[config.mk]
export PLATFORM = sky130hd
export DESIGN_NAME = interrupt_enable_mask
export DESIGN_NICKNAME = d
export VERILOG_FILES = /design/src/verilog/irq_enable_pkg.sv /design/src/verilog/pin_sync.sv /design/src/verilog/interrupt_enable_mask.sv
export VERILOG_INCLUDE_DIRS = /design/src /design/src/verilog
export SDC_FILE = /design/constraint.sdc
export NUM_CORES = 1
export LEC_CHECK = 0
export BUFFER_PORTS_ARGS = -buffer_cell sky130_fd_sc_hd__buf_2
export CAP_MARGIN = 20
export CELL_PAD_IN_SITES_DETAIL_PLACEMENT = 1
export CELL_PAD_IN_SITES_GLOBAL_PLACEMENT = 1
export CORE_UTILIZATION = 33
export CTS_CLUSTER_SIZE = 25
export DETAILED_ROUTE_END_ITERATION = 6
export PLACE_DENSITY = 0.76
export SLEW_MARGIN = 20
export SYNTH_ARGS = -nofsm -noshare
export SYNTH_HDL_FRONTEND = slang
export SYNTH_SLANG_ARGS = --single-unit
[constraint.sdc]
create_clock -name clk -period 1.46 [get_ports clk]
set_input_delay 0.146 -clock clk [delete_from_list [all_inputs] [get_ports clk]]
set_output_delay 0.146 -clock clk [all_outputs]
set_load 0.05 [all_outputs]
[src/verilog/irq_enable_defines.svh]
// Purpose: Constants for the interrupt enable mask register block.
// Assumes: 8-bit special-function-register bus, 100 MHz clock.
// Notes: Included by the package and the interrupt_enable_mask module.
//
// Functional notes
// Bit 7 is the global enable; when it is 0 no request is forwarded, and it overrides every mask.
// Bit 6 masks all SPI port 0 requests, 0 blocks and 1 passes.
// Bit 5 masks timer 2, whose request is the OR of its low-byte and high-byte overflow flags.
// Bit 4 masks the UART 0 request, 0 blocks and 1 passes.
// Bit 3 masks timer 1, so a set timer 1 overflow flag raises a request only when it is 1.
// Bit 2 masks external interrupt 1, forwarding its input only when it is 1.
// Bit 1 masks timer 0, so a set timer 0 overflow flag raises a request only when it is 1.
// Bit 0 masks external interrupt 0, forwarding its input only when it is 1.
// The register sits at address 0xA8 on every page, is bit addressable, all bits read/write, reset 0.
// Masking only gates the request; source flags are untouched, so requests appear when unmasked.
`ifndef IRQ_ENABLE_DEFINES_SVH
`define IRQ_ENABLE_DEFINES_SVH

// ****************************************************************
// Register map
// ****************************************************************
`define IEM_ADDR 8'hA8
`define IEM_RESET 8'h00
`define IEM_BIT_BYTE_ADDR 5'h15
`define IEM_NUM_SRC 7
`define IEM_RD_IDLE 8'h00
`define IEM_BIT_BYTE_MSB 7
`define IEM_BIT_BYTE_LSB 3
`define IEM_BIT_IDX_MSB 2

// ****************************************************************
// Field positions
// ****************************************************************
`define IEM_GLOBAL_BIT 7
`define IEM_SPI0_BIT 6
`define IEM_TIMER2_BIT 5
`define IEM_UART0_BIT 4
`define IEM_TIMER1_BIT 3
`define IEM_EXT1_BIT 2
`define IEM_TIMER0_BIT 1
`define IEM_EXT0_BIT 0

`endif

[src/verilog/irq_enable_pkg.sv]
// Purpose: Types shared by the interrupt enable mask block.
// Assumes: The defines header supplies all numbers.
// Notes: Source vector order follows the register bit order 6..0.
`include "irq_enable_defines.svh"

package irq_enable_pkg;
  typedef logic [7:0] sfr_byte_t;
  typedef logic [`IEM_NUM_SRC-1:0] src_vec_t;
endpackage

[src/verilog/pin_sync.sv]
// Purpose: Two-flop synchroniser for a group of asynchronous inputs.
// Assumes: One clock, synchronous active-high reset.
// Notes: The first stage is read only by the second stage.
module pin_sync (
  input wire logic clk, // System clock.
  input wire logic srst, // Synchronous reset.
  input wire logic [1:0] async_in, // Pin levels.
  output logic [1:0] sync_out // Synchronised levels.
);
  logic [1:0] meta_ff;

  // Two stages guard against metastability on the external pins.
  always_ff @(posedge clk)
  begin
    if (srst)
    begin
      meta_ff <= 2'h0;
      sync_out <= 2'h0;
    end
    else
    begin
      meta_ff <= async_in;
      sync_out <= meta_ff;
    end
  end
endmodule

[src/verilog/interrupt_enable_mask.sv]
// Purpose: Interrupt enable register with global and per-source gating of requests.
// Assumes: Core SFR bus with byte and bit-addressed writes, one 100 MHz clock.
// Notes: Request outputs lag a source flag by one cycle; external inputs by three.
`include "irq_enable_defines.svh"

module interrupt_enable_mask (
  input wire logic clk, // System clock.
  input wire logic srst, // Synchronous reset, active high.
  input wire logic sfr_wr, // Byte write strobe.
  input wire logic sfr_rd, // Byte read strobe.
  input wire logic [7:0] sfr_addr, // Byte address.
  input wire irq_enable_pkg::sfr_byte_t sfr_wdata, // Write data.
  output irq_enable_pkg::sfr_byte_t sfr_rdata, // Read data, registered.
  input wire logic bit_wr, // Single-bit write strobe.
  input wire logic [7:0] bit_addr, // Bit address: byte in 7:3, bit in 2:0.
  input wire logic bit_wdata, // Bit value to write.
  output irq_enable_pkg::sfr_byte_t irq_enable_mask, // Register contents.
  input wire logic spi_port0_irq_flag, // SPI port 0 pending flag.
  input wire logic timer2_low_overflow_flag, // Timer 2 low-byte overflow.
  input wire logic timer2_high_overflow_flag, // Timer 2 high-byte overflow.
  input wire logic uart_port0_irq_flag, // UART 0 pending flag.
  input wire logic timer1_overflow_flag, // Timer 1 overflow.
  input wire logic timer0_overflow_flag, // Timer 0 overflow.
  input wire logic external_request1_input, // External request 1 pin.
  input wire logic external_request0_input, // External request 0 pin.
  output irq_enable_pkg::src_vec_t irq_req, // Gated requests to the core, bits 6..0.
  output logic irq_any // Any gated request pending.
);
  import irq_enable_pkg::*;

  // ****************************************************************
  // Input synchronisation
  // ****************************************************************
  logic [1:0] ext_sync;

  pin_sync u_pin_sync (
    .clk(clk),
    .srst(srst),
    .async_in({external_request1_input, external_request0_input}),
    .sync_out(ext_sync)
  );

  // ****************************************************************
  // Register
  // ****************************************************************
  sfr_byte_t iem_ff;
  logic byte_hit;
  logic bit_hit;

  // Page register is ignored on purpose, so the address decodes on every page.
  assign byte_hit = (sfr_addr == `IEM_ADDR);
  assign bit_hit = bit_wr && (bit_addr[`IEM_BIT_BYTE_MSB:`IEM_BIT_BYTE_LSB] == `IEM_BIT_BYTE_ADDR);

  // Byte write wins over a bit write in the same cycle; the core never issues both.
  always_ff @(posedge clk)
  begin
    if (srst)
      iem_ff <= `IEM_RESET;
    else if (sfr_wr && byte_hit)
      iem_ff <= sfr_wdata;
    else if (bit_hit)
      iem_ff[bit_addr[`IEM_BIT_IDX_MSB:0]] <= bit_wdata;
  end

  // Read data is registered; unmapped addresses read zero.
  always_ff @(posedge clk)
  begin
    if (srst)
      sfr_rdata <= `IEM_RD_IDLE;
    else if (sfr_rd && byte_hit)
      sfr_rdata <= iem_ff;
    else
      sfr_rdata <= `IEM_RD_IDLE;
  end

  // Registered copy of the register, so every top-level output leaves a flip-flop.
  always_ff @(posedge clk)
  begin
    if (srst)
      irq_enable_mask <= `IEM_RESET;
    else
      irq_enable_mask <= iem_ff;
  end

  // ****************************************************************
  // Request gating
  // ****************************************************************
  src_vec_t src_raw;
  src_vec_t src_en;
  src_vec_t nxt_req;

  // Sources are only read, never cleared, so a masked flag survives to be seen later.
  assign src_raw = {spi_port0_irq_flag,
                    timer2_low_overflow_flag | timer2_high_overflow_flag,
                    uart_port0_irq_flag,
                    timer1_overflow_flag,
                    ext_sync[1],
                    timer0_overflow_flag,
                    ext_sync[0]};
  assign src_en = iem_ff[`IEM_SPI0_BIT:`IEM_EXT0_BIT];

  // One gate per source; the global bit dominates every mask.
  genvar gi;
  generate
    for (gi = 0; gi < `IEM_NUM_SRC; gi = gi + 1)
    begin : g_gate
      assign nxt_req[gi] = iem_ff[`IEM_GLOBAL_BIT] & src_en[gi] & src_raw[gi];
    end
  endgenerate

  // Registering the requests costs one cycle but keeps the core's inputs glitch free.
  always_ff @(posedge clk)
  begin
    if (srst)
    begin
      irq_req <= '0;
      irq_any <= 1'b0;
    end
    else
    begin
      irq_req <= nxt_req;
      irq_any <= |nxt_req;
    end
  end

  // ****************************************************************
  // Assertions
  // ****************************************************************
  // Every property samples on the system clock; all but p_reset are quiet while reset is applied.
  property p_global_off;
    @(posedge clk) disable iff (srst)
      !$past(iem_ff[`IEM_GLOBAL_BIT]) && !$past(srst) |-> (irq_req == '0) && !irq_any;
  endproperty
  a_global_off: assert property (p_global_off) else $error("Request with global enable off");

  property p_spi;
    @(posedge clk) disable iff (srst)
      !$past(srst) |-> irq_req[`IEM_SPI0_BIT] ==
        ($past(iem_ff[`IEM_GLOBAL_BIT]) & $past(iem_ff[`IEM_SPI0_BIT]) & $past(spi_port0_irq_flag));
  endproperty
  a_spi: assert property (p_spi) else $error("SPI 0 request mismatch");

  property p_timer2;
    @(posedge clk) disable iff (srst)
      iem_ff[`IEM_GLOBAL_BIT] && iem_ff[`IEM_TIMER2_BIT]
        && (timer2_low_overflow_flag || timer2_high_overflow_flag)
        |=> irq_req[`IEM_TIMER2_BIT];
  endproperty
  a_timer2: assert property (p_timer2) else $error("Timer 2 request missing");

  property p_uart;
    @(posedge clk) disable iff (srst)
      !iem_ff[`IEM_UART0_BIT] |=> !irq_req[`IEM_UART0_BIT];
  endproperty
  a_uart: assert property (p_uart) else $error("UART 0 request while masked");

  property p_timer1;
    @(posedge clk) disable iff (srst)
      iem_ff[`IEM_GLOBAL_BIT] && iem_ff[`IEM_TIMER1_BIT] && timer1_overflow_flag
        |=> irq_req[`IEM_TIMER1_BIT];
  endproperty
  a_timer1: assert property (p_timer1) else $error("Timer 1 request missing");

  property p_ext1;
    @(posedge clk) disable iff (srst)
      iem_ff[`IEM_GLOBAL_BIT] && iem_ff[`IEM_EXT1_BIT] && external_request1_input
        ##1 external_request1_input
        ##1 external_request1_input && iem_ff[`IEM_GLOBAL_BIT] && iem_ff[`IEM_EXT1_BIT]
        |=> irq_req[`IEM_EXT1_BIT];
  endproperty
  a_ext1: assert property (p_ext1) else $error("External 1 request missing");

  property p_timer0;
    @(posedge clk) disable iff (srst)
      !iem_ff[`IEM_TIMER0_BIT] |=> !irq_req[`IEM_TIMER0_BIT];
  endproperty
  a_timer0: assert property (p_timer0) else $error("Timer 0 request while masked");

  property p_ext0;
    @(posedge clk) disable iff (srst)
      !iem_ff[`IEM_EXT0_BIT] |=> !irq_req[`IEM_EXT0_BIT];
  endproperty
  a_ext0: assert property (p_ext0) else $error("External 0 request while masked");

  property p_write;
    @(posedge clk) disable iff (srst)
      sfr_wr && (sfr_addr == `IEM_ADDR) |=> iem_ff == $past(sfr_wdata) ##1
        irq_enable_mask == $past(iem_ff);
  endproperty
  a_write: assert property (p_write) else $error("Register byte write lost");

  property p_unmask;
    @(posedge clk) disable iff (srst)
      iem_ff[`IEM_GLOBAL_BIT] && iem_ff[`IEM_UART0_BIT] && uart_port0_irq_flag
        |=> irq_req[`IEM_UART0_BIT];
  endproperty
  a_unmask: assert property (p_unmask) else $error("Held flag not forwarded when unmasked");

  property p_read;
    @(posedge clk) disable iff (srst)
      sfr_rd && (sfr_addr == `IEM_ADDR) |=> sfr_rdata == $past(iem_ff);
  endproperty
  a_read: assert property (p_read) else $error("Register read data wrong");

  property p_read_idle;
    @(posedge clk) disable iff (srst)
      !(sfr_rd && (sfr_addr == `IEM_ADDR)) |=> sfr_rdata == `IEM_RD_IDLE;
  endproperty
  a_read_idle: assert property (p_read_idle) else $error("Read data not idle");

  property p_bit_write;
    @(posedge clk) disable iff (srst)
      bit_wr && !sfr_wr
        && (bit_addr[`IEM_BIT_BYTE_MSB:`IEM_BIT_BYTE_LSB] == `IEM_BIT_BYTE_ADDR)
        |=> iem_ff[$past(bit_addr[`IEM_BIT_IDX_MSB:0])] == $past(bit_wdata);
  endproperty
  a_bit_write: assert property (p_bit_write) else $error("Register bit write lost");

  property p_reset;
    @(posedge clk)
      srst |=> (iem_ff == `IEM_RESET) && (irq_req == '0) && !irq_any;
  endproperty
  a_reset: assert property (p_reset) else $error("Reset state wrong");

  property p_timer0_fwd;
    @(posedge clk) disable iff (srst)
      iem_ff[`IEM_GLOBAL_BIT] && iem_ff[`IEM_TIMER0_BIT] && timer0_overflow_flag
        |=> irq_req[`IEM_TIMER0_BIT];
  endproperty
  a_timer0_fwd: assert property (p_timer0_fwd) else $error("Timer 0 request missing");

  property p_ext0_fwd;
    @(posedge clk) disable iff (srst)
      iem_ff[`IEM_GLOBAL_BIT] && iem_ff[`IEM_EXT0_BIT] && ext_sync[0]
        |=> irq_req[`IEM_EXT0_BIT];
  endproperty
  a_ext0_fwd: assert property (p_ext0_fwd) else $error("External 0 request missing");

  property p_timer2_mask;
    @(posedge clk) disable iff (srst)
      !iem_ff[`IEM_TIMER2_BIT] |=> !irq_req[`IEM_TIMER2_BIT];
  endproperty
  a_timer2_mask: assert property (p_timer2_mask) else $error("Timer 2 request while masked");

  property p_timer1_mask;
    @(posedge clk) disable iff (srst)
      !iem_ff[`IEM_TIMER1_BIT] |=> !irq_req[`IEM_TIMER1_BIT];
  endproperty
  a_timer1_mask: assert property (p_timer1_mask) else $error("Timer 1 request while masked");

  property p_ext1_mask;
    @(posedge clk) disable iff (srst)
      !iem_ff[`IEM_EXT1_BIT] |=> !irq_req[`IEM_EXT1_BIT];
  endproperty
  a_ext1_mask: assert property (p_ext1_mask) else $error("External 1 request while masked");
endmodule

==> impl_metrics.ini <==
[grt]
grt_util_met2_pct = 30.9
busiest_layer = met2
grt_remaining_overflow = 0
grt_pass1_vias = 1145
grt_max_degree = 23
met1_usage_pct = 18.1
antenna_found_initial = 0
met3_usage_pct = 6.51
grt.total_usage_pct = 17.4
grt_pass1_wl_um = 5240

[run_status]
status = completed

[clock_tree]
cts_sinks = 36
post-cts-setup-buffers = 0
clockBufferDepth = 2
ctsHtreeMaxLevel = 2
clk-insertion-delay-late_ps = 290
clk_pin_slew_worst_paths_ps = 70
numCtsBuffers = 5
cts_tree = done
cts_resized = 0
clock-root-buffer = clkbuf_8
hold_buffers = 0

[cells_and_area]
final_nets = 227
antenna_cells = 0
design_area_mm2 = 0.00176
drive_above_1_share_pct = 42.6
post-route-util_pct = 47.3
final_common_cell = buf_2
layout.cells.non_filler = 238
area_growth_syn_to_layout_pct = 34.7
final_cell_mix = buf_2, dfxtp_1, nor2b_1

[power]
powerDensity_mw_per_mm2 = 1100
power.leakage_nw = 0.770
p_total_mw = 1.93
peakVddDrop_v = 0.000396

[setup_path]
cp-start-kind = input pin
crit_family = simple AND/OR/NAND/NOR gates
worstReg2RegStart = iem_ff[2]
critPathBufInv = 1
worstSetupEndpoint = iem_ff[4]
arrival_ps = 1250
critPathSlowestCell = nor4b_2
crit_chain = buf_2 > nor4b_2 > nand3_2 > nor2_1 > a211oi_1
cp-end-kind = flop
r2r_end = irq_any
crit_start = sfr_addr[2]
worstPathRequired_ps = 1620
r2r_cells = 3
cp_max_fo = 13
path_depth = 5
critical-path-max-stage-delay_ps = 390
r2r_slack_ps = 610
critPathKind = input pin to flop

[timing]
tns_ps = 0
finalSetupViolCount = 0
fin_crit_sh_pct = 74.5
fmax_mhz = 919
tightest_slew_ps = 392
finalClockSkew_ps = 5.31
rsz0062_at_grt = no
whs_ps = 66.7
finalMaxSlewViolations = 0
max-slew-margin-rel_pct = 73.9
final_hold_viol_count = 0
fin_crit_ps = 1090
setup_ws_ps = 372

[die]
die_w_um = 64.9
io_pins = 62
row_count = 22
die_area_mm2 = 0.00421
design.core.area_mm2 = 0.00372
fp.dieH_um = 64.9
initial_utilization_pct = 35.2

[placement]
numPlacedInstances = 230
post_dp_cell_area_mm2 = 0.00165
place_congestion = 0.734
dp_slack_ps = 110
hpwl_um = 2550
portBuffers = 61

[drt]
num_vias = 1125
wl_per_cell_um = 13.6
ant_nets = 0
drcViolationCount = 0
drt_iter0_drc = 21
drtPass1Iterations = 4
drt-total-wl_um = 3240
via_per_inst = 4.73

[synthesis]
synth_top_area_share_pct = 55.2
synth_top_cell_by_area = dfxtp_1
ys_top_cells_by_area = dfxtp_1, nor2b_1, mux2i_1
syn_inst = 122
yosysWarnings = 0
synth_seq_cells = 36
yosysSeqAreaShare_pct = 55.2
synth_cell_types = 31
syn_area_mm2 = 0.00131
synth_edf_count = 0
syn_area_per_cell_um2 = 10.7
ys.flop_type = dfxtp_1
synthArstFlopShare_pct = 0
synth_nets = 160

[run]
drv_cap = 0

[min_path]
hold_class = input pin to flop
[worst min-delay path by stage]
stage	from	endpoint	cells after the start
4_1_cts	external_request0_input	u_pin_sync.meta_ff[0]	2
3_5_place_dp	external_request0_input	u_pin_sync.meta_ff[0]	2
3_3_place_gp	external_request1_input	u_pin_sync.meta_ff[1]	2
6_report	external_request0_input	u_pin_sync.meta_ff[0]	2
2_1_floorplan	srst	irq_enable_mask[6]	1
5_1_grt	external_request0_input	u_pin_sync.meta_ff[0]	2
[routing by layer]
layer	up-vias	wire length, um	part of all wire [%]
li1	556	-	-
met1	516	1310	40
met2	48	1640	51
met3	5	238	7.4
met4	0	53	1.6
met5	-	0	0
[cells in the mapped netlist, types with 2 or more instances]
| cell type | number |
|---|---|
| nand2b_1 | 3 |
| nand2_1 | 8 |
| dfxtp_1 | 36 |
| and2_1 | 4 |
| nor2_1 | 11 |
| nor3_2 | 5 |
| and3_1 | 3 |
| clkbuf_8 | 2 |
| o221ai_1 | 3 |
| a211oi_1 | 5 |
| nor2b_1 | 13 |
| nor3_1 | 3 |
| a21oi_1 | 3 |
| nand3_1 | 2 |
| mux2i_1 | 5 |
[where the power goes]
part,switching [mW],leakage [nW],internal (mW)
clock network,0.343,0.0541,0.505
logic,0.0473,0.425,0.0497
registers,0.00218,0.291,0.988
[cells by family after synthesis]
kind of cell,after synthesis,synth area share (%)
buffers and inverters,5,3.83
AOI/OAI and AO/OA,14,7.47
DFF,36,55.2
muxes,5,3.83
and+or+nand+nor,62,29.7
[state kept, by name, indices dropped and copies added (netlist names)]
name,flops
irq_any,1
irq_req,7
u_pin_sync.sync_out,2
sfr_rdata,8
iem_ff,8
irq_enable_mask,8
u_pin_sync.meta_ff,2
[final cells by class]
type	count	area [um^2]
Sequential cell	36	721
Multi-Input combinational cell	81	536
Clock inverter	3	42.5
Inverter	1	3.75
Clock buffer	5	68.8
Fill cell	465	1960
Tap cell	48	60.1
Timing Repair Buffer	64	328
Power figures use the tool's default switching activity.
